`src/shared/sfe_defines.vh`:
```
// Constants for the serial flash erase controller: register map, field
// positions, reset values, flash opcodes and timing counts.
// Assumes inclusion by bare name from the controller's design files.
`ifndef SFE_DEFINES_VH
`define SFE_DEFINES_VH

`define SFE_REG_CTRL 8'h00
`define SFE_REG_ADDR 8'h04
`define SFE_REG_CFG 8'h08
`define SFE_REG_STAT 8'h0C

`define SFE_CTRL_GO 0
`define SFE_CTRL_OP_LO 1
`define SFE_CTRL_WIDE 3
`define SFE_CTRL_ALT 4
`define SFE_CFG_ADDR4 0
`define SFE_CFG_QUAD 1
`define SFE_STAT_BUSY 0
`define SFE_STAT_DONE 1
`define SFE_STAT_EOK 2
`define SFE_STAT_SR1_LO 8
`define SFE_STAT_SR2_LO 16
`define SFE_SR1_WIP 0
`define SFE_SR2_ESTAT 2

`define SFE_ADDR_RST 32'h0000_0000
`define SFE_CFG_RST 2'h0
`define SFE_STAT_RST 8'h00

`define SFE_OP_SMALL 2'h0
`define SFE_OP_SECTOR 2'h1
`define SFE_OP_WHOLE 2'h2
`define SFE_OP_EVAL 2'h3

`define SFE_OPC_WRITE_ENABLE_CMD 8'h06
`define SFE_OPC_SMALL 8'h20
`define SFE_OPC_SMALL_W 8'h21
`define SFE_OPC_SECT 8'hD8
`define SFE_OPC_SECT_W 8'hDC
`define SFE_OPC_WHOLE 8'h60
`define SFE_OPC_WHOLE_ALT 8'hC7
`define SFE_OPC_EVAL 8'hD0
`define SFE_OPC_READ_STATUS_ONE 8'h05
`define SFE_OPC_READ_STATUS_TWO 8'h07

`define SFE_SCK_HALF_CYC 16'd20
`define SFE_CS_GAP_CYC 8'd8

`endif

```
`src/hw/sfe_spi_shift.v`:
```
// Byte shifter for the flash link: makes the serial clock by dividing aclk
// and moves one byte per start, on one line or on four.
// Assumes the caller holds chip select and issues start only when idle.
`timescale 1ns/1ns
`include "sfe_defines.vh"
module sfe_spi_shift #(
  parameter [15:0] HALF = `SFE_SCK_HALF_CYC
) (
  input wire aclk, // System clock.
  input wire aresetn, // Synchronous reset, active low.
  input wire start, // One-cycle pulse: begin a byte.
  input wire [7:0] tx_byte, // Byte to send, MSB first.
  input wire quad, // One for four-line transfer.
  input wire rx_mode, // One to release all four data lines in quad mode; one-line transfers ignore it.
  output reg done, // One-cycle pulse at byte end.
  output reg [7:0] rx_byte, // Received byte.
  output reg sck, // Serial clock, idles low.
  output reg [3:0] io_out, // Data line drive values.
  output reg [3:0] io_oe_n, // Data line enables, low drives.
  input wire [3:0] io_in // Data line levels from the pins.
);
  reg busy_q;
  reg [15:0] div_q;
  reg [2:0] cnt_q;
  reg [7:0] sh_q;
  reg quad_q;
  reg [3:0] sync1_q;
  reg [3:0] sync2_q;

  always @(posedge aclk) begin
    sync1_q <= io_in;
    sync2_q <= sync1_q;
  end

  // Data change on the falling edge and the device samples on the rising
  // one; input is taken at the end of the high phase, long after the
  // device has driven it and after the two synchroniser stages.
  always @(posedge aclk) begin
    if (!aresetn) begin
      busy_q <= 1'b0;
      div_q <= 16'h0000;
      cnt_q <= 3'h0;
      sh_q <= 8'h00;
      quad_q <= 1'b0;
      done <= 1'b0;
      rx_byte <= 8'h00;
      sck <= 1'b0;
      io_out <= 4'hC;
      io_oe_n <= 4'h2;
    end else begin
      done <= 1'b0;
      if (!busy_q) begin
        if (start) begin
          busy_q <= 1'b1;
          div_q <= 16'h0000;
          sh_q <= tx_byte;
          quad_q <= quad;
          if (quad) begin
            cnt_q <= 3'h1;
            io_out <= tx_byte[7:4];
            io_oe_n <= rx_mode ? 4'hF : 4'h0;
          end else begin
            cnt_q <= 3'h7;
            io_out <= {3'h6, tx_byte[7]};
            io_oe_n <= 4'h2;
          end
        end
      end else if (div_q == HALF - 16'd1) begin
        div_q <= 16'h0000;
        if (!sck) begin
          sck <= 1'b1;
        end else begin
          sck <= 1'b0;
          if (quad_q) begin
            rx_byte <= {rx_byte[3:0], sync2_q};
          end else begin
            rx_byte <= {rx_byte[6:0], sync2_q[1]};
          end
          if (cnt_q == 3'h0) begin
            busy_q <= 1'b0;
            done <= 1'b1;
          end else begin
            cnt_q <= cnt_q - 3'h1;
            if (quad_q) begin
              sh_q <= {sh_q[3:0], 4'h0};
              io_out <= sh_q[3:0];
            end else begin
              sh_q <= {sh_q[6:0], 1'b0};
              io_out <= {3'h6, sh_q[6]};
            end
          end
        end
      end else begin
        div_q <= div_q + 16'd1;
      end
    end
  end
endmodule

```
`src/hw/sfe_ctrl.v`:
```
// Erase controller for a serial flash: software orders an erase or an
// erase status evaluation over AXI4-Lite, the controller runs the whole
// command sequence on the flash pins and reports the final first status byte, and the second status byte only after an evaluation.
// Assumes aclk at 250 MHz and a flash that answers in SPI mode 0.
`timescale 1ns/1ns
`include "sfe_defines.vh"
module sfe_ctrl #(
  parameter [15:0] SCK_HALF = `SFE_SCK_HALF_CYC,
  parameter [7:0] CS_GAP = `SFE_CS_GAP_CYC
) (
  input wire aclk, // System clock.
  input wire aresetn, // Synchronous reset, active low.
  input wire [7:0] s_axi_awaddr, // Write address.
  input wire s_axi_awvalid, // Write address valid.
  output reg s_axi_awready, // Write address ready.
  input wire [31:0] s_axi_wdata, // Write data.
  input wire [3:0] s_axi_wstrb, // Write byte strobes.
  input wire s_axi_wvalid, // Write data valid.
  output reg s_axi_wready, // Write data ready.
  output reg [1:0] s_axi_bresp, // Write response code.
  output reg s_axi_bvalid, // Write response valid.
  input wire s_axi_bready, // Write response ready.
  input wire [7:0] s_axi_araddr, // Read address.
  input wire s_axi_arvalid, // Read address valid.
  output reg s_axi_arready, // Read address ready.
  output reg [31:0] s_axi_rdata, // Read data.
  output reg [1:0] s_axi_rresp, // Read response code.
  output reg s_axi_rvalid, // Read data valid.
  input wire s_axi_rready, // Read data ready.
  output reg flash_cs_n, // Flash chip select, active low.
  output wire flash_sck, // Flash serial clock.
  output wire [3:0] flash_io_out, // Flash data line drive values.
  output wire [3:0] flash_io_oe_n, // Flash data line enables, low drives.
  input wire [3:0] flash_io_in // Flash data line levels.
);

  localparam [3:0] S_IDLE = 4'h0;
  localparam [3:0] S_WRITE_ENABLE_CMD = 4'h1;
  localparam [3:0] S_CMD = 4'h2;
  localparam [3:0] S_ADDR = 4'h3;
  localparam [3:0] S_GAP = 4'h4;
  localparam [3:0] S_POLL = 4'h5;
  localparam [3:0] S_POLL_RD = 4'h6;
  localparam [3:0] S_SR2 = 4'h7;
  localparam [3:0] S_SR2_RD = 4'h8;

  // Software-visible state.
  reg [31:0] addr_q;
  reg [1:0] cfg_q;
  reg [4:1] ctrl_q;
  reg go_q;
  reg done_clr_q;
  reg done_q;
  reg eok_q;
  reg [7:0] sr1_q;
  reg [7:0] sr2_q;

  // Bus slave state.
  reg aw_have_q;
  reg w_have_q;
  reg [7:0] awaddr_q;
  reg [31:0] wdata_q;
  reg [3:0] wstrb_q;

  // Sequencer state.
  reg [3:0] st_q;
  reg [3:0] gap_next_q;
  reg [7:0] gap_q;
  reg [1:0] abyte_q;
  reg [31:0] addr_sh_q;
  reg [1:0] op_q;
  reg quad_q;
  reg start_q;
  reg [7:0] tx_q;
  reg rx_mode_q;

  wire sh_done;
  wire [7:0] sh_rx;
  wire busy = (st_q != S_IDLE);
  wire wide = ctrl_q[`SFE_CTRL_WIDE];
  wire [1:0] op_w = ctrl_q[`SFE_CTRL_OP_LO + 1:`SFE_CTRL_OP_LO];
  wire [31:0] status_w = {8'h00, sr2_q, sr1_q, 5'h00, eok_q, done_q, busy};

  function [31:0] merge;
    input [31:0] old;
    input [31:0] nw;
    input [3:0] strb;
    integer i;
    begin
      merge = old;
      for (i = 0; i < 4; i = i + 1) begin
        if (strb[i]) begin
          merge[i * 8 +: 8] = nw[i * 8 +: 8];
        end
      end
    end
  endfunction

  function reg_hit;
    input [7:0] a;
    begin
      reg_hit = ({a[7:2], 2'b00} == `SFE_REG_CTRL) ||
                ({a[7:2], 2'b00} == `SFE_REG_ADDR) ||
                ({a[7:2], 2'b00} == `SFE_REG_CFG) ||
                ({a[7:2], 2'b00} == `SFE_REG_STAT);
    end
  endfunction

  // Write address and data are taken independently; the register update
  // and the response follow once both are held.
  always @(posedge aclk) begin
    if (!aresetn) begin
      s_axi_awready <= 1'b0;
      s_axi_wready <= 1'b0;
      s_axi_bvalid <= 1'b0;
      s_axi_bresp <= 2'b00;
      aw_have_q <= 1'b0;
      w_have_q <= 1'b0;
      awaddr_q <= 8'h00;
      wdata_q <= 32'h0000_0000;
      wstrb_q <= 4'h0;
      addr_q <= `SFE_ADDR_RST;
      cfg_q <= `SFE_CFG_RST;
      ctrl_q <= 4'h0;
      go_q <= 1'b0;
      done_clr_q <= 1'b0;
    end else begin
      go_q <= 1'b0;
      done_clr_q <= 1'b0;
      if (s_axi_awready && s_axi_awvalid) begin
        aw_have_q <= 1'b1;
        awaddr_q <= s_axi_awaddr;
        s_axi_awready <= 1'b0;
      end else if (!aw_have_q && !s_axi_bvalid) begin
        s_axi_awready <= 1'b1;
      end
      if (s_axi_wready && s_axi_wvalid) begin
        w_have_q <= 1'b1;
        wdata_q <= s_axi_wdata;
        wstrb_q <= s_axi_wstrb;
        s_axi_wready <= 1'b0;
      end else if (!w_have_q && !s_axi_bvalid) begin
        s_axi_wready <= 1'b1;
      end
      if (s_axi_bvalid && s_axi_bready) begin
        s_axi_bvalid <= 1'b0;
      end
      if (aw_have_q && w_have_q && !s_axi_bvalid) begin
        aw_have_q <= 1'b0;
        w_have_q <= 1'b0;
        s_axi_bvalid <= 1'b1;
        s_axi_bresp <= reg_hit(awaddr_q) ? 2'b00 : 2'b10;
        case ({awaddr_q[7:2], 2'b00})
          `SFE_REG_CTRL: begin
            // A start while a sequence runs is dropped so that the
            // latched command cannot change under the sequencer.
            if (wstrb_q[0] && !busy) begin
              ctrl_q <= wdata_q[4:1];
              go_q <= wdata_q[`SFE_CTRL_GO];
            end
          end
          `SFE_REG_ADDR: addr_q <= merge(addr_q, wdata_q, wstrb_q);
          `SFE_REG_CFG: begin
            if (wstrb_q[0]) begin
              cfg_q <= wdata_q[1:0];
            end
          end
          `SFE_REG_STAT: begin
            if (wstrb_q[0] && wdata_q[`SFE_STAT_DONE]) begin
              done_clr_q <= 1'b1;
            end
          end
          default: ;
        endcase
      end
    end
  end

  always @(posedge aclk) begin
    if (!aresetn) begin
      s_axi_arready <= 1'b0;
      s_axi_rvalid <= 1'b0;
      s_axi_rdata <= 32'h0000_0000;
      s_axi_rresp <= 2'b00;
    end else begin
      if (s_axi_arready && s_axi_arvalid) begin
        s_axi_arready <= 1'b0;
        s_axi_rvalid <= 1'b1;
        s_axi_rresp <= reg_hit(s_axi_araddr) ? 2'b00 : 2'b10;
        case ({s_axi_araddr[7:2], 2'b00})
          `SFE_REG_CTRL: s_axi_rdata <= {27'h000_0000, ctrl_q, 1'b0};
          `SFE_REG_ADDR: s_axi_rdata <= addr_q;
          `SFE_REG_CFG: s_axi_rdata <= {30'h0000_0000, cfg_q};
          `SFE_REG_STAT: s_axi_rdata <= status_w;
          default: s_axi_rdata <= 32'h0000_0000;
        endcase
      end else if (s_axi_rvalid && s_axi_rready) begin
        s_axi_rvalid <= 1'b0;
      end else if (!s_axi_rvalid) begin
        s_axi_arready <= 1'b1;
      end
    end
  end

  // Erase opcode for the latched command.
  function [7:0] erase_opc;
    input [1:0] op;
    input w;
    input alt;
    begin
      case (op)
        `SFE_OP_SMALL: erase_opc = w ? `SFE_OPC_SMALL_W : `SFE_OPC_SMALL;
        `SFE_OP_SECTOR: erase_opc = w ? `SFE_OPC_SECT_W : `SFE_OPC_SECT;
        `SFE_OP_WHOLE: erase_opc = alt ? `SFE_OPC_WHOLE_ALT : `SFE_OPC_WHOLE;
        default: erase_opc = `SFE_OPC_EVAL;
      endcase
    end
  endfunction

  wire four_byte = cfg_q[`SFE_CFG_ADDR4] ||
                   (wide && (op_w != `SFE_OP_EVAL));

  // Every flash command is its own chip-select frame with a gap of CS_GAP
  // cycles between frames. The erase frame ends the instant its last bit
  // is shifted, which is what makes the flash start the erase.
  always @(posedge aclk) begin
    if (!aresetn) begin
      st_q <= S_IDLE;
      gap_next_q <= S_IDLE;
      gap_q <= 8'h00;
      abyte_q <= 2'h0;
      addr_sh_q <= 32'h0000_0000;
      op_q <= `SFE_OP_SMALL;
      quad_q <= 1'b0;
      start_q <= 1'b0;
      tx_q <= 8'h00;
      rx_mode_q <= 1'b0;
      flash_cs_n <= 1'b1;
      done_q <= 1'b0;
      eok_q <= 1'b0;
      sr1_q <= `SFE_STAT_RST;
      sr2_q <= `SFE_STAT_RST;
    end else begin
      start_q <= 1'b0;
      if (done_clr_q) begin
        done_q <= 1'b0;
      end
      case (st_q)
        S_IDLE: begin
          if (go_q) begin
            op_q <= op_w;
            quad_q <= cfg_q[`SFE_CFG_QUAD];
            addr_sh_q <= four_byte ? addr_q : {addr_q[23:0], 8'h00};
            abyte_q <= four_byte ? 2'h3 : 2'h2;
            tx_q <= erase_opc(op_w, wide, ctrl_q[`SFE_CTRL_ALT]);
            gap_q <= 8'h00;
            // The evaluate command sets its own latch and needs none.
            gap_next_q <= (op_w == `SFE_OP_EVAL) ? S_CMD : S_WRITE_ENABLE_CMD;
            st_q <= S_GAP;
          end
        end
        S_GAP: begin
          if (gap_q >= CS_GAP - 8'd1) begin
            flash_cs_n <= 1'b0;
            start_q <= 1'b1;
            rx_mode_q <= 1'b0;
            st_q <= gap_next_q;
            case (gap_next_q)
              S_WRITE_ENABLE_CMD: tx_q <= `SFE_OPC_WRITE_ENABLE_CMD;
              S_CMD: tx_q <= erase_opc(op_q, wide, ctrl_q[`SFE_CTRL_ALT]);
              S_POLL: tx_q <= `SFE_OPC_READ_STATUS_ONE;
              S_SR2: tx_q <= `SFE_OPC_READ_STATUS_TWO;
              default: tx_q <= 8'h00;
            endcase
          end else begin
            gap_q <= gap_q + 8'd1;
          end
        end
        S_WRITE_ENABLE_CMD: begin
          if (sh_done) begin
            flash_cs_n <= 1'b1;
            gap_q <= 8'h00;
            gap_next_q <= S_CMD;
            st_q <= S_GAP;
          end
        end
        S_CMD: begin
          if (sh_done) begin
            if (op_q == `SFE_OP_WHOLE) begin
              flash_cs_n <= 1'b1;
              gap_q <= 8'h00;
              gap_next_q <= S_POLL;
              st_q <= S_GAP;
            end else begin
              start_q <= 1'b1;
              tx_q <= addr_sh_q[31:24];
              addr_sh_q <= {addr_sh_q[23:0], 8'h00};
              st_q <= S_ADDR;
            end
          end
        end
        S_ADDR: begin
          if (sh_done) begin
            if (abyte_q == 2'h0) begin
              flash_cs_n <= 1'b1;
              gap_q <= 8'h00;
              gap_next_q <= S_POLL;
              st_q <= S_GAP;
            end else begin
              abyte_q <= abyte_q - 2'h1;
              start_q <= 1'b1;
              tx_q <= addr_sh_q[31:24];
              addr_sh_q <= {addr_sh_q[23:0], 8'h00};
            end
          end
        end
        S_POLL, S_SR2: begin
          if (sh_done) begin
            start_q <= 1'b1;
            tx_q <= 8'h00;
            rx_mode_q <= 1'b1;
            st_q <= (st_q == S_POLL) ? S_POLL_RD : S_SR2_RD;
          end
        end
        S_POLL_RD: begin
          if (sh_done) begin
            flash_cs_n <= 1'b1;
            sr1_q <= sh_rx;
            gap_q <= 8'h00;
            if (sh_rx[`SFE_SR1_WIP]) begin
              gap_next_q <= S_POLL;
              st_q <= S_GAP;
            end else if (op_q == `SFE_OP_EVAL) begin
              gap_next_q <= S_SR2;
              st_q <= S_GAP;
            end else begin
              done_q <= 1'b1;
              st_q <= S_IDLE;
            end
          end
        end
        S_SR2_RD: begin
          if (sh_done) begin
            flash_cs_n <= 1'b1;
            sr2_q <= sh_rx;
            // Software must erase again when this reads zero.
            eok_q <= sh_rx[`SFE_SR2_ESTAT];
            done_q <= 1'b1;
            st_q <= S_IDLE;
          end
        end
        default: st_q <= S_IDLE;
      endcase
    end
  end

  sfe_spi_shift #(
    .HALF(SCK_HALF)
  ) u_shift (
    .aclk(aclk),
    .aresetn(aresetn),
    .start(start_q),
    .tx_byte(tx_q),
    .quad(quad_q),
    .rx_mode(rx_mode_q),
    .done(sh_done),
    .rx_byte(sh_rx),
    .sck(flash_sck),
    .io_out(flash_io_out),
    .io_oe_n(flash_io_oe_n),
    .io_in(flash_io_in)
  );
endmodule

```
`config.mk`:
```
export PLATFORM = sky130hd
export DESIGN_NAME = sfe_ctrl
export DESIGN_NICKNAME = d
export VERILOG_FILES = /design/src/hw/sfe_spi_shift.v /design/src/hw/sfe_ctrl.v
export VERILOG_INCLUDE_DIRS = /design/src /design/src/shared
export SDC_FILE = /design/constraint.sdc
export NUM_CORES = 1
export LEC_CHECK = 0
export ABC_AREA = 1
export BUFFER_PORTS_ARGS = -buffer_cell sky130_fd_sc_hd__buf_2
export CAP_MARGIN = 20
export CORE_ASPECT_RATIO = 1.25
export CORE_UTILIZATION = 40
export CTS_BUF_LIST = sky130_fd_sc_hd__clkbuf_4 sky130_fd_sc_hd__clkbuf_8
export DETAILED_ROUTE_END_ITERATION = 10
export GPL_ROUTABILITY_DRIVEN = 0
export HOLD_SLACK_MARGIN = 0.03
export PLACE_DENSITY = 0.54
export SYNTH_ARGS = -nofsm -noshare
export SYNTH_HDL_FRONTEND = slang
export SYNTH_HIERARCHICAL = 1
export SYNTH_SLANG_ARGS = --single-unit
```
`constraint.sdc`:
```
create_clock -name aclk -period 1.7 [get_ports aclk]
set_input_delay 0.255 -clock aclk [delete_from_list [all_inputs] [get_ports aclk]]
set_output_delay 0.255 -clock aclk [all_outputs]
set_load 0.02 [all_outputs]
```
# Yosys cells after proc, flatten, opt, wreduce, memory -nomap -nowiden
# Index checks and enable logic that the tools add are counted.
# totals
ff_bits	263
out_inout_bits	51
elab_cells	294
# op_classes
add_sub_neg	4
order_cmp	1
n_eq_ne	45
n_mux	119
bitwise_logic	4
n_reduce_logical	73
# op_table
operator	count
2-to-1 mux 32 bit	6
case mux 32 bit (4 select lines)	1
2-to-1 mux 8 bit	15
2-to-1 mux 4 bit	28
case mux 32 bit (3 select lines)	1
case mux 8 bit (5 select lines)	2
2-to-1 mux 16 bit	3
case mux 8 bit (3 select lines)	2
2-to-1 mux 7 bit	6
case mux 4 bit (8 select lines)	1
case mux 8 bit (4 select lines)	1
2-to-1 mux 1 bit	31
2-to-1 mux 3 bit	10
AND reduction 3 bit	9
== test 4 x 3 -> 1 bit, second input constant	6
== test 6 x 2 -> 1 bit, second input constant	4
inequality test 2 bit, second input constant	10
case mux 4 bit (5 select lines)	1
inequality test 2 x 1 -> 1 bit, second input constant	9
AND reduction 9 bit	2
adder 16 x 1 -> 16 bit, second input constant	1
== test 16 x 5 -> 1 bit, second input constant	1
AND reduction 4 bit	4
AND reduction 8 bit	2
32 further kinds	90

# Depth between registers and ports, before layout
# Gate-level depths: netlist of the first run.
# logic_depth
ltp_word	6
ltp_mapped	12

# Cells and area by module
# Netlist of the first run, hierarchy kept.
# by_module_without_submodules
module	n_inst	cells_each	area_per_inst_um2	seq_area_each_um2
sfe_ctrl	1	1259	8837.2	4063.9
sfe_spi_shift	1	363	2575.0	1041.0

# Worst setup path before layout of the first run
# No wires, ideal clock.
# synth_path
kind	register -> register
start	register s_axi_arready
end	register s_axi_rdata[14]
setup_ns	0.074
arrival_ns	1.418
t_required_ns	1.626
slack_ns	0.207
stages_incl_launch_ff	6
period_less_slack_ns	1.493
cell_sequence	dfxtp_1 -> nand2_2 -> nor4_1 -> nand2_1 -> clkbuf_1 -> o21ai_0
# synth_between
elab_chain_cells	1
# synth_lines
element	line	source
from (decl)	sfe_ctrl.v:25	output reg s_axi_arready,
from (signal assigned)	sfe_ctrl.v:181	s_axi_arready <= 1'b0;
from (signal assigned)	sfe_ctrl.v:187	s_axi_arready <= 1'b0;
from (signal assigned)	sfe_ctrl.v:200	s_axi_arready <= 1'b1;
logical AND 1 bit	sfe_ctrl.v:186	if (s_axi_arready && s_axi_arvalid) begin
to (signal assigned)	sfe_ctrl.v:191	`SFE_REG_CTRL: s_axi_rdata <= {27'h000_0000, ctrl_q, 1'b0};
to (signal assigned)	sfe_ctrl.v:192	`SFE_REG_ADDR: s_axi_rdata <= addr_q;
to (signal assigned)	sfe_ctrl.v:193	`SFE_REG_CFG: s_axi_rdata <= {30'h0000_0000, cfg_q};
to (decl)	sfe_ctrl.v:26	output reg [31:0] s_axi_rdata,
# Every way passes these cells.
# A chain may end at the register's enable or synchronous reset.

# Final worst setup path of the first run
# layout_path
start	register gap_q[0]
end	register tx_q[0]
# layout_between
elab_chain_cells	3
# layout_lines
element	line	source
from (decl)	sfe_ctrl.v:68	reg [7:0] gap_q;
from (signal assigned)	sfe_ctrl.v:276	gap_q <= gap_q + 8'd1;
greater-or-equal comparator 8 x 3 -> 1 bit	sfe_ctrl.v:263	if (gap_q >= CS_GAP - 8'd1) begin
inequality test 2 bit (no source line)	--	
AND reduction 8 bit (no source line)	--	
to (signal assigned)	sfe_ctrl.v:269	S_WRITE_ENABLE_CMD: tx_q <= `SFE_OPC_WRITE_ENABLE_CMD;
to (signal assigned)	sfe_ctrl.v:270	S_CMD: tx_q <= erase_opc(op_q, wide, ctrl_q[`SFE_CTRL_ALT]);
to (signal assigned)	sfe_ctrl.v:271	S_POLL: tx_q <= `SFE_OPC_READ_STATUS_ONE;
to (decl)	sfe_ctrl.v:74	reg [7:0] tx_q;
# Every way passes these cells.

==> results of run 1 <==
## power by group
part           total [mW]  leakage (nW)  switching, mW  internal, mW
clock                5.80         0.502           2.47          3.33
sequential           6.51          2.07          0.196          6.32
combinational        2.45          3.57           1.46         0.984
total                14.8          6.15           4.13          10.6
## final cells by class
| type | instances | area share [%] |
|---|---|---|
| multi-input combinational | 1158 | 38.3 |
| sequential | 255 | 35.9 |
| timing repair buffer | 238 | 12.5 |
| clock buffer | 67 | 5.95 |
| inverter | 141 | 3.74 |
| tap | 350 | 3.08 |
| clock inverter | 10 | 0.571 |
## worst register-to-register path: cells and delay by family (launching register included)
kind | cells | cell delay [ns]
fa+ha+maj | 1 | 0.18
buf+inv | 1 | 0.14
flops | 1 | 0.34
simple gates | 9 | 0.82
## layout by cell type, fill, tap and decap left out, types with 3 or more instances in the layout
cell	n
sky130_fd_sc_hd__nor2_1	326
sky130_fd_sc_hd__nand2_1	301
sky130_fd_sc_hd__dfxtp_1	250
sky130_fd_sc_hd__o21ai_0	194
sky130_fd_sc_hd__inv_1	127
sky130_fd_sc_hd__buf_2	106
sky130_fd_sc_hd__nand3_1	92
sky130_fd_sc_hd__a21oi_1	84
sky130_fd_sc_hd__buf_4	72
sky130_fd_sc_hd__clkbuf_8	55
sky130_fd_sc_hd__dlygate4sd3_1	49
sky130_fd_sc_hd__o21ai_1	25
sky130_fd_sc_hd__nor2_2	21
sky130_fd_sc_hd__a22oi_1	17
sky130_fd_sc_hd__nand4_1	12
sky130_fd_sc_hd__clkbuf_4	12
sky130_fd_sc_hd__nand2_2	11
sky130_fd_sc_hd__inv_2	11
sky130_fd_sc_hd__buf_12	10
sky130_fd_sc_hd__clkinv_2	9
sky130_fd_sc_hd__nor2_4	8
sky130_fd_sc_hd__nor3_1	8
sky130_fd_sc_hd__o31ai_1	8
sky130_fd_sc_hd__nand3_2	7
sky130_fd_sc_hd__dfxtp_2	5
sky130_fd_sc_hd__o211ai_1	4
sky130_fd_sc_hd__nand3_4	4
sky130_fd_sc_hd__ha_1	4
sky130_fd_sc_hd__mux2i_1	4
sky130_fd_sc_hd__nand2_4	3
sky130_fd_sc_hd__o21bai_1	3
## flip-flops by register name, indices dropped and copies added, names as in the netlist, 16 cells and up
| name | cells |
|---|---|
| addr_q | 32 |
| u_shift/div_q | 16 |
| s_axi_rdata | 32 |
| wdata_q | 32 |
| addr_sh_q | 32 |
## Yosys cell counts (all sizes together)
master / instances
nor2: 356
nand2: 315
dfxtp: 255
o21ai: 219
inv: 139
nand3: 102
a21oi: 84
buf: 36
clkbuf: 35
a22oi: 17
nand4: 14
nor3: 8
o31ai: 8
ha: 5
mux2i: 4
o211ai: 4
o21bai: 3
clkinv: 2
nand3b: 2
o22ai: 2
or2: 2
xor2: 2
a211oi: 1
a21o: 1
a31oi: 1
conb: 1
nor4: 1
o21a: 1
o221ai: 1
xnor2: 1
## layer usage
metal	vias to the layer above	track usage, %	part of all wire [%]
met1	4984	26.1	44
li1	5699	-	-
met2	203	40.5	49
met5	-	0	0
met3	55	3.18	3.3
met4	0	8.51	3.5
## logic make-up after synthesis
| logic type | count (synthesis) | share of synthesized area (%) |
|---|---|---|
| AO/OA/AOI/OAI | 342 | 15.8 |
| XOR/XNOR | 3 | 0.230 |
| adder cells (fa/ha/maj) | 5 | 0.548 |
| buffers and inverters | 212 | 7.94 |
| flip-flops | 255 | 44.7 |
| multiplexers | 4 | 0.351 |
| other | 1 | 0.0329 |
| AND/OR/NAND/NOR | 800 | 30.3 |
## timing repair
item | in CTS | in global routing
hold buffers | 49 | 0
hold endpoints to repair | 48 | 0
resized for setup | 0 | 19
buffers inserted | 0 | 3
setup endpoints to repair | 0 | 70
## worst min path at each step
| stage | start | to | slack [ns] |
|---|---|---|---|
| CTS | s_axi_wdata[3] | wdata_q[3]$_SDFFE_PN0P_ | 0.04 |
| global placement | u_shift/sync1_q[1]$_DFF_P_ | u_shift/sync2_q[1]$_DFF_P_ | 0.32 |
| detailed placement | u_shift/sync1_q[1]$_DFF_P_ | u_shift/sync2_q[1]$_DFF_P_ | 0.32 |
| finish | s_axi_wdata[3] | wdata_q[3]$_SDFFE_PN0P_ | 0.07 |
| floorplan | flash_io_in[0] | u_shift/sync1_q[0]$_DFF_P_ | 0.28 |
| global route | s_axi_wdata[3] | wdata_q[3]$_SDFFE_PN0P_ | 0.07 |
==> run summary, run 1 <==
The run finished with clean final reports. From synthesis to final layout, the design area changed by 24.8%. The die is 191 um tall. Broken down by cell family, the worst path's largest delay share belongs to simple AND/OR/NAND/NOR gates.

The combined area of all synthesized cells is 11400 um^2, and the maximum single-stage delay on the critical path is 0.34 ns. The final HPWL from detailed placement is 22600 um, and the fraction of the cycle the final worst path needs is 93.2%. The power per cell area was 1040 nW/um^2. The category of the worst setup path launch point was a flip-flop. In this run the worst path has a maximum fanout of 6. The yosys synthesis warning count is 6. Largest vdd supply drop: 0.589 mV. The buffer and inverter count on the worst path is 1, and the timing-limited maximum frequency is 0.631 GHz. The logs give 68 for the cell row count and 10401 for the via count of the first global-routing pass.

STA puts the critical path data required time at 2.13 ns. The post-synthesis cell type with the largest combined area was sky130_fd_sc_hd__dfxtp_1. Clock-pin slew was measured on the worst setup and hold paths at 0.06 ns.

After detailed routing, the number of remaining DRC violations is 0. The flip-flop and latch count after synthesis came out at 255. The tools report the total count of max-transition violations in the final report as 0. Synthesis instantiated 46 different standard cells from the library. Counting tap cells, the placed design contains a total of 2088 instances.

The cell depth of the worst hold path was 3. Sort of element at the end of the critical path: a flip-flop. The critical path runs through a total of 11 cells. The static leakage power is 6.15 nW, and the residual overflow from global routing is 0. The synthesized design devotes to its leading area cell type 44.7% of total area.

The layout has 2874 filler cells. Clock skew on the completed layout was measured at 0.0165 ns. The cell type of the slowest stage on the worst timing path was sky130_fd_sc_hd__dfxtp_2. Setup violations remaining at the end of the flow were counted as 0. In this run, the number of DRC markers left after iteration 0 of detailed routing was 580. During I/O placement, the number of pins put on the boundary was 114. The detailed-route wire length per cell was 14.4 um.

The final net count was 1905. In this run the register-to-register setup slack is 0.12 ns. The tools report the startpoint of the most critical setup path as gap_q[0]$_SDFFE_PN0P_. The end of the worst register-to-register path was tx_q[0]$_SDFFE_PN0P_. The synthesized area per cell was 7.04 um^2; the count of vias placed by the detailed router was 10941.

The min-delay analysis places its worst path in the category in -> reg. In the global route stage, overall resource usage came out at 22.2%. Max-cap violations in this run came to 0.

Setup repair after global routing could not meet its margin everywhere. In the final layout, the share of cells above drive strength 1 is 18.6%. The startpoint-to-endpoint class of the critical path was reg -> reg. The placement-stage worst setup slack came out at 0.0305 ns. For this run, the number of standard cells in the final layout without fillers is 2219. Summed over all layers, the routed wires come to 32000 um. The detailed-router iteration count before antenna repair came out at 5.

The floorplan step defined a die boundary enclosing 29200 um^2. Buffers placed on the I/O ports in this run total 107. The cell sitting at the root of the clock tree is a sky130_fd_sc_hd__clkbuf_8. The clock passes through at most 3 buffers.

Of the synthesized area, sequential elements account for 44.7%. The total area inside the core boundary comes to 27800 um^2. Across all setup checks in the final design, the least slack found is 0.115 ns. The starting density of the core was 41.0%.

For the antenna cell count, the log shows 0. Fraction of the core area covered by cells at the end of the flow: 51.2%. TritonCTS built the clock tree.

The startpoint identified for the worst register-to-register timing path is gap_q[0]$_SDFFE_PN0P_. The count of nets left with antenna violations once routing finished came out at 0. Via count normalized by instance count: 4.93. In this run the worst setup path terminates at tx_q[0]$_SDFFE_PN0P_. The first global-routing pass estimated 51900 um of wire.

Data on the critical path arrives at its endpoint at 2.02 ns. Final number of hold-violating endpoints: 0. Final hold analysis gives a worst-case slack of 0.0747 ns.

The cell depth of the worst flop-to-flop path is 11. Traced cell by cell, the critical path runs through ha_2, nand2_1, nand2_1, nor2_1, buf_4, nand2_1, nand2_1, nor2_1, nand2_2, nor2_1, nor2_1. The routed design could run at a clock period as short as 1.58 ns.

The CTS buffer count was 43; the number of levels in the clock H-tree was 2. Clock tree synthesis found a total of 255 sinks. Once placement finished, the instance area stood at 12700 um^2. The number of antenna violations at the first check in global routing was 0. Registers take 5110 um^2.

The run gives 0 ns as the post-route setup TNS. Counting every instance in the synthesized netlist gives 1622. The width of the die was 153 um. In the final layout, the multi-input gates occupy 5450 um^2.

Clock latency on the worst-skew pair, taken at its later pin, is 0.55 ns. The finished cells cover 14200 um^2. Ranked by total cell area, the synthesized netlist is headed by sky130_fd_sc_hd__dfxtp_1, sky130_fd_sc_hd__nor2_1, sky130_fd_sc_hd__nand2_1. The total power was 14.8 mW. Entering global routing, the biggest net connects 45 pins.
Note: power is estimated with default switching activity, not from simulation.
==> inputs of run 2 (changes only) <==
--- a/config.mk
+++ b/config.mk
@@ -6,7 +6,6 @@
 export SDC_FILE = /design/constraint.sdc
 export NUM_CORES = 1
 export LEC_CHECK = 0
-export ABC_AREA = 1
 export BUFFER_PORTS_ARGS = -buffer_cell sky130_fd_sc_hd__buf_2
 export CAP_MARGIN = 20
 export CORE_ASPECT_RATIO = 1.25
==> run summary, run 2 <==
Once layout is complete, the cells apart from fillers number 1968. Timing analysis after detailed placement gives a worst setup slack of -0.259 ns. For the cell row count, the log shows 68.

After detailed placement, the total cell area comes to 13000 um^2. The detailed router finished its first iteration with 467 violations. The die area was 28700 um^2; the flip-flop and latch count after synthesis was 255.

IR analysis of the VDD net gives a maximum drop of 0.653 mV. The run finished, with violations left. Leaving out fill and tap cells, the most frequent cell in the layout is sky130_fd_sc_hd__dfxtp_1. The detailed-route wire length per cell was 16.9 um. CTS placed an instance of sky130_fd_sc_hd__clkbuf_8 at the clock tree root.

The commonest cells after synthesis are sky130_fd_sc_hd__dfxtp_1, sky130_fd_sc_hd__nand2_1, sky130_fd_sc_hd__a21oi_1, sky130_fd_sc_hd__nor2_1, sky130_fd_sc_hd__nand3_1. Final cell area excluding filler cells: 15200 um^2. Setup violations remaining at the end of the flow were counted as 39. The synthesized design devotes to its leading area cell type 45.5% of total area. In the routed layout, each cell is associated on average with a via count of 5.36. Residual overflow from global routing: 0. The worst setup path is launched from a flip-flop.

Cell count after placement: 1813. Minimum period implied by the final worst setup slack: 1.77 ns. Of the available clock period, the critical path in the final layout requires 104%. Synthesis handed over a netlist of 1315 instances. For this run, asynchronously set or reset flops after synthesis account for 0%. The run gives 6.20 nW as the static leakage power. The ratio of cells with drive above 1 in the final layout is 28.3%, and the portion of the post-synthesis area used by sequential elements is 45.5%. The multi-input combinational cells in the finished layout cover a total of 6030 um^2.

For this configuration, the core starts out at a cell density of 40.7%. Setup repair after global routing could not meet its margin everywhere. Measured along the x axis, the die boundary spans 152 um. Dividing total power by cell area gives a power density of 877 nW/um^2.

In this run the vertical extent of the chip is 189 um. The first TritonRoute pass finished after 5 iterations. The aggregate routed wire length was 33300 um; the final HPWL from detailed placement was 22700 um. Of all cell types, the one taking the most synthesized area is sky130_fd_sc_hd__dfxtp_1.

The clock transition at the registers of the reported paths was 0.07 ns; the worst clock skew on the final layout was 0.0211 ns. In the post-synthesis netlist, the biggest area contributors are sky130_fd_sc_hd__dfxtp_1, sky130_fd_sc_hd__nand2_1, sky130_fd_sc_hd__a21oi_1. For the number of antenna violations at the first check in global routing, the log shows 0. The tools report the via count of the first global-routing pass as 9964. The tools report the arrival time of data at the critical path endpoint as 2.25 ns. The count of vias placed by the detailed router is 10554.

The final reports fail on setup timing. The yosys synthesis warning count is 6, and the fraction of the core area covered by cells at the end of the flow is 55.0%. The tools report the sink count of the clock tree as 255. The fill cell instance count of the final layout was 2632; the pin count of the biggest net entering global routing was 69. Data on the critical path is required at its endpoint by 2.17 ns.

The first global-routing pass estimated 51700 um of wire. The synthesized area per cell was 8.53 um^2; the combined flip-flop and latch cell area was 5120 um^2. The tools report the combined area of all synthesized cells as 11200 um^2. The tools report the sort of element at the end of the critical path as a flip-flop.

The startpoint-to-endpoint class of the critical path is reg -> reg. Counting flops with a built-in enable in the synthesized netlist gives 0. TritonCTS built the clock tree. The maximum fanout along the worst path is 6, and the CTS buffer count is 44. The post-route antenna net violation count is 0, and the count of pins on the block boundary is 114.

Setup slack on the worst reg-to-reg path comes out at -0.07 ns. The run gives 3 as the maximum buffer depth of the clock tree. The run gives -0.0721 ns as the least setup slack across all paths after layout. The total count of max-transition violations in the final report came out at 0. The antenna cell count was 0.

Cell with the most instances after synthesis: sky130_fd_sc_hd__dfxtp_1. The tools report the final number of hold-violating endpoints as 0. The number of violations of the max-capacitance limit is 0, and the number of levels in the clock H-tree is 2. For this run, the total global-route usage over all layers was measured as 22.7%. In the layout the commonest cells are sky130_fd_sc_hd__dfxtp_1, sky130_fd_sc_hd__nand2_1, sky130_fd_sc_hd__a21oi_1.

The most instantiated flip-flop cell in the synthesis netlist was sky130_fd_sc_hd__dfxtp_1. The run gives 0 as the post-route DRC violation count. Quantity of I/O buffers inserted on ports: 107. The tools report the number of distinct library cells after synthesis as 86.

In the final design database the tool counted 1656 nets. The clock reaches the later pin of the worst-skew pair after 0.55 ns. The area growth from synthesis to layout is 35.2%. Type of the most critical hold path: in -> reg. The total area inside the core boundary comes to 27600 um^2. Static timing analysis puts the maximum clock frequency at 0.564 GHz.
-- run 2: cell type report --
type / instances / share of cell area, %
Tap cell: 350 / 2.89
Timing Repair Buffer: 322 / 16.8
Clock buffer: 70 / 5.74
Inverter: 22 / 0.553
Clock inverter: 6 / 0.388
Sequential cell: 255 / 33.8
Multi-Input combinational cell: 943 / 39.8
-- run 2: path summary, 6_finish.rpt --
kind,from,endpoint,cells after the start
max,st_q[0]$_SDFFE_PN0P_,gap_next_q[0]$_SDFFE_PN0P_,7
min,aresetn,u_shift/cnt_q[1]$_SDFFE_PN0P_,3
max reg2reg,st_q[0]$_SDFFE_PN0P_,gap_next_q[0]$_SDFFE_PN0P_,7
min reg2reg,u_shift/sync1_q[3]$_DFF_P_,u_shift/sync2_q[3]$_DFF_P_,0
-- run 2: worst max-delay path, cell delays in order, from the launching register on --
cell and delay (ns):
sky130_fd_sc_hd__dfxtp_4 0.37, sky130_fd_sc_hd__buf_6 0.13, sky130_fd_sc_hd__nand2b_1 0.20, sky130_fd_sc_hd__nor4_2 0.33
sky130_fd_sc_hd__buf_4 0.17, sky130_fd_sc_hd__o21ai_1 0.12, sky130_fd_sc_hd__a211o_1 0.25, sky130_fd_sc_hd__a21oi_1 0.13
-- run 2: cell families after synthesis --
logic type | share of synthesized area (%)
AOI/OAI and AO/OA | 20.0
other | 0.0334
xor gates and xnor gates | 0.469
adders and majority gates | 0.558
and+or+nand+nor | 21.8
muxes | 6.87
buffers and inverters | 4.70
DFF | 45.5
-- run 2: what timing repair did --
item                       4_1_cts  5_1_grt
gates cloned                     2        3
gates resized for setup         30       81
hold endpoints to repair        51        0
setup endpoints to repair      117      113
pin swaps                       14       38
hold buffers                    56        0
setup buffers                    9        9
-- run 2: stage by stage --
stage / setup TNS (ns) / hold slack, ns / total power [mW]
detailed placement: -9.48 / 0.312 / 7.31
global route: -5.47 / 0.0795 / 13.8
global placement: -7.81 / 0.315 / 7.30
floorplan: -0.453 / 0.283 / 6.86
CTS: -1.32 / 0.0614 / 13.4
finish: -1.77 / 0.0984 / 13.3
-- run 2: routing by layer --
layer  up-vias  global-route usage [%]  routed length, um
met5         -                       0                  0
li1       5255                       -                  -
met3        67                    3.59               1280
met4         0                    9.03               1130
met2       259                    38.5              16600
met1      4973                    28.4              14400
-- run 2: where the power goes --
part / switching, mW / internal, mW
registers: 0.101 / 6.08
logic: 0.664 / 0.584
clock network: 2.48 / 3.38
total: 3.25 / 10.0
==> inputs of run 3 (changes only) <==
--- a/config.mk
+++ b/config.mk
@@ -11,10 +11,12 @@
 export CORE_ASPECT_RATIO = 1.25
 export CORE_UTILIZATION = 40
 export CTS_BUF_LIST = sky130_fd_sc_hd__clkbuf_4 sky130_fd_sc_hd__clkbuf_8
+export CTS_CLUSTER_SIZE = 16
 export DETAILED_ROUTE_END_ITERATION = 10
 export GPL_ROUTABILITY_DRIVEN = 0
 export HOLD_SLACK_MARGIN = 0.03
 export PLACE_DENSITY = 0.54
+export REMOVE_ABC_BUFFERS = 1
 export SYNTH_ARGS = -nofsm -noshare
 export SYNTH_HDL_FRONTEND = slang
 export SYNTH_HIERARCHICAL = 1
==> run summary, run 3 (synthesis gave the netlist of run 2 again) <==
The wire-length estimate of the detail-placed layout is 21500 um. The sort of element at the end of the critical path is a flip-flop. The type of the most critical hold path is in -> reg. The post-route setup TNS is -1.71 ns.

For the worst setup path, the data required time is 2.18 ns. The number of violations of the max-capacitance limit is 0. The total setup violations reported at the end of the flow was 38; the standard cell core area was 27600 um^2.

Summing all multi-input logic gate instances after layout gives 5920 um^2. The final net count came out at 1640. In this run the worst path has a maximum fanout of 9. The tree built by TritonCTS fans out to 255 sinks. The analysis attributes to cell leakage a power of 6.10 nW.

The worst setup path is launched from a flip-flop. The via count of the first global-routing pass was 9845; the relative area change from synthesis to final layout was 33.0%. Data arrives at the worst endpoint at 2.28 ns. The total count of max-transition violations in the final report is 0, and the fill cell instance count of the final layout is 2631. The cell chosen for the clock root was sky130_fd_sc_hd__clkbuf_8. For the residual overflow from global routing, the log shows 0. The clock arrives with 0.0233 ns of skew.

The buffer and inverter count on the worst path is 1, and the detailed-route wire length per cell is 16.3 um. The final layout contains routed wiring with a total length of 31900 um. The die covers 28700 um^2. In this run, CTS created clock tree buffers numbering 44. 0 antenna diodes ended up in the layout. The run gives 3.29 mW as the net switching power of the design. The library cells used most frequently in the layout, excluding fill and tap cells, are sky130_fd_sc_hd__dfxtp_1, sky130_fd_sc_hd__nand2_1, sky130_fd_sc_hd__a21oi_1. VDD sags by at most 0.606 mV.

Startpoint of the most critical hold path: s_axi_araddr[3]. The height of the die came out at 189 um. The post-route antenna net violation count is 0. The startpoint identified for the worst register-to-register timing path is st_q[2]$_SDFFE_PN0P_. The sequential power share is 46.7%, and the width of the die is 152 um.

Maximum buffer depth of the clock tree: 3. The checks that failed: setup timing. Ratio of cells with drive above 1 in the final layout: 26.5%. The detailed-router iteration count before antenna repair is 5. Dividing total power by cell area gives a power density of 887 nW/um^2.

Global routing consumed, over all layers together, 22.1% of the routing resources. The least setup slack across all paths after layout is -0.0955 ns, and the number of levels in the clock H-tree is 2. For this run, the slowest stage of the critical path takes 0.39 ns.

The initial utilization of the core area, before any placement, comes to 40.7%. The floorplan has 68 rows. For the final hold slack, the log shows 0.0879 ns. The critical path starts at st_q[2]$_SDFFE_PN0P_.

The detailed router placed 10346 vias in this run. The signal on the critical path passes through buf_6, and3b_2, a2111oi_4, o211ai_4, or3_4, o21ai_1. The slowest stage of the critical path belongs to the cell sky130_fd_sc_hd__or3_4. The quantity of I/O buffers inserted on ports is 107, and the fraction of the cycle the final worst path needs is 106%. The setup path with the least slack is of type reg -> reg.

The leading cell type in the layout, fill and taps excluded is sky130_fd_sc_hd__dfxtp_1. The clock network accounts for 44.2% of the total power. Setup repair after global routing could not meet its margin everywhere. The timing-limited maximum frequency was 0.557 GHz.

The worst path in the final design needs a cycle of 1.80 ns, including I/O delays and setup. For the number of antenna violations at the first check in global routing, the log shows 0. The flow ran to the end, but the final reports show violations. The tools report the final number of hold-violating endpoints as 0. Clock latency on the worst-skew pair, taken at its later pin, is 0.57 ns. After clock tree synthesis, the clock-pin slew on the worst setup and hold paths is 0.06 ns. TritonCTS built the clock tree. In the routed layout, each cell is associated on average with a via count of 5.30.

The fraction of power spent switching nets is 24.9%, and the internal power is 9.93 mW. Post-route DRC violation count: 0. The wire length of the first global-routing pass was 51000 um; the initial detailed-routing violation count was 486.

The cell family contributing the most delay on the critical path was compound AO/OA/AOI/OAI gates. The pin count of the biggest net entering global routing came out at 68. 114 I/O pins were placed. In this run, the combinational gates consume 9.1% of the power. In the final layout, flip-flops and latches occupy 5120 um^2.
## run 3: changes by cell type in the layout (fill, tap and decap cells not counted), sizes merged
cell | previous run | this run
inv | 20 | 23
dlygate4sd3 | 56 | 57
buf | 264 | 246
clkinvlp | 0 | 1
clkinv | 7 | 5
## run 3: power groups by stage
stage | sequential, mW | combinational, mW | clock [mW]
4_1_cts | 6.17 | 1.16 | 6.00
3_3_place_gp | 6.30 | 1.01 | 0
6_report | 6.17 | 1.20 | 5.85
5_1_grt | 6.18 | 1.31 | 6.23
2_1_floorplan | 6.31 | 0.464 | 0
3_5_place_dp | 6.30 | 1.02 | 0
## run 3: through the flow
stage | utilization (%) | instances | worst slack (ns) | instance area, um^2 | power, mW
after CTS | 53.2 | 1950 | -0.100 | 14700 | 13.3
final | 54.1 | 1953 | -0.0955 | 14900 | 13.2
after detailed placement | 46.9 | 1810 | -0.201 | 12900 | 7.31
after floorplan | - | 1218 | -1.77 | 10800 | 6.78
after global routing | 54.1 | 1953 | -0.158 | 14900 | 13.7
after global placement | 46.9 | 1810 | -0.192 | 12900 | 7.31
## run 3: worst paths after layout
path / endpoint / slack [ns] / cells after the start
setup / recovery: tx_q[5]$_SDFFE_PN0P_ / -0.1 / 6
hold / removal: s_axi_rdata[4]$_SDFFE_PN0P_ / 0.09 / 2
setup reg to reg: tx_q[5]$_SDFFE_PN0P_ / -0.1 / 6
hold reg to reg: u_shift/sync2_q[0]$_DFF_P_ / 0.32 / 0
## run 3: area by class of cell
cell class / count / share of cell area (%)
Clock buffer: 69 / 5.57
Timing Repair Buffer: 306 / 16.3
Multi-Input combinational cell: 943 / 39.7
Clock inverter: 8 / 0.596
Inverter: 22 / 0.571
Sequential cell: 255 / 34.3
Tap cell: 350 / 2.94
## run 3: worst reg2reg max path, cell delays in order, from the launching register on
cell	delay [ns]
sky130_fd_sc_hd__dfxtp_2	0.33
sky130_fd_sc_hd__buf_6	0.13
sky130_fd_sc_hd__and3b_2	0.24
sky130_fd_sc_hd__a2111oi_4	0.36
sky130_fd_sc_hd__o211ai_4	0.14
sky130_fd_sc_hd__or3_4	0.39
sky130_fd_sc_hd__o21ai_1	0.14
## run 3: what timing repair did
action	CTS	global route
resized for setup	45	50
pin swaps	6	11
hold endpoints to repair	51	0
setup buffers	4	0
endpoints found under the setup margin	98	125
cloned	2	3
hold buffers	57	0
## run 3: layer usage
layer | share of wire (%) | track usage [%] | vias up
met4 | 2.6 | 7.58 | 0
li1 | - | - | 5219
met2 | 49 | 37.5 | 221
met3 | 3.6 | 3.18 | 59
met5 | 0 | 0 | -
met1 | 44 | 28.3 | 4847
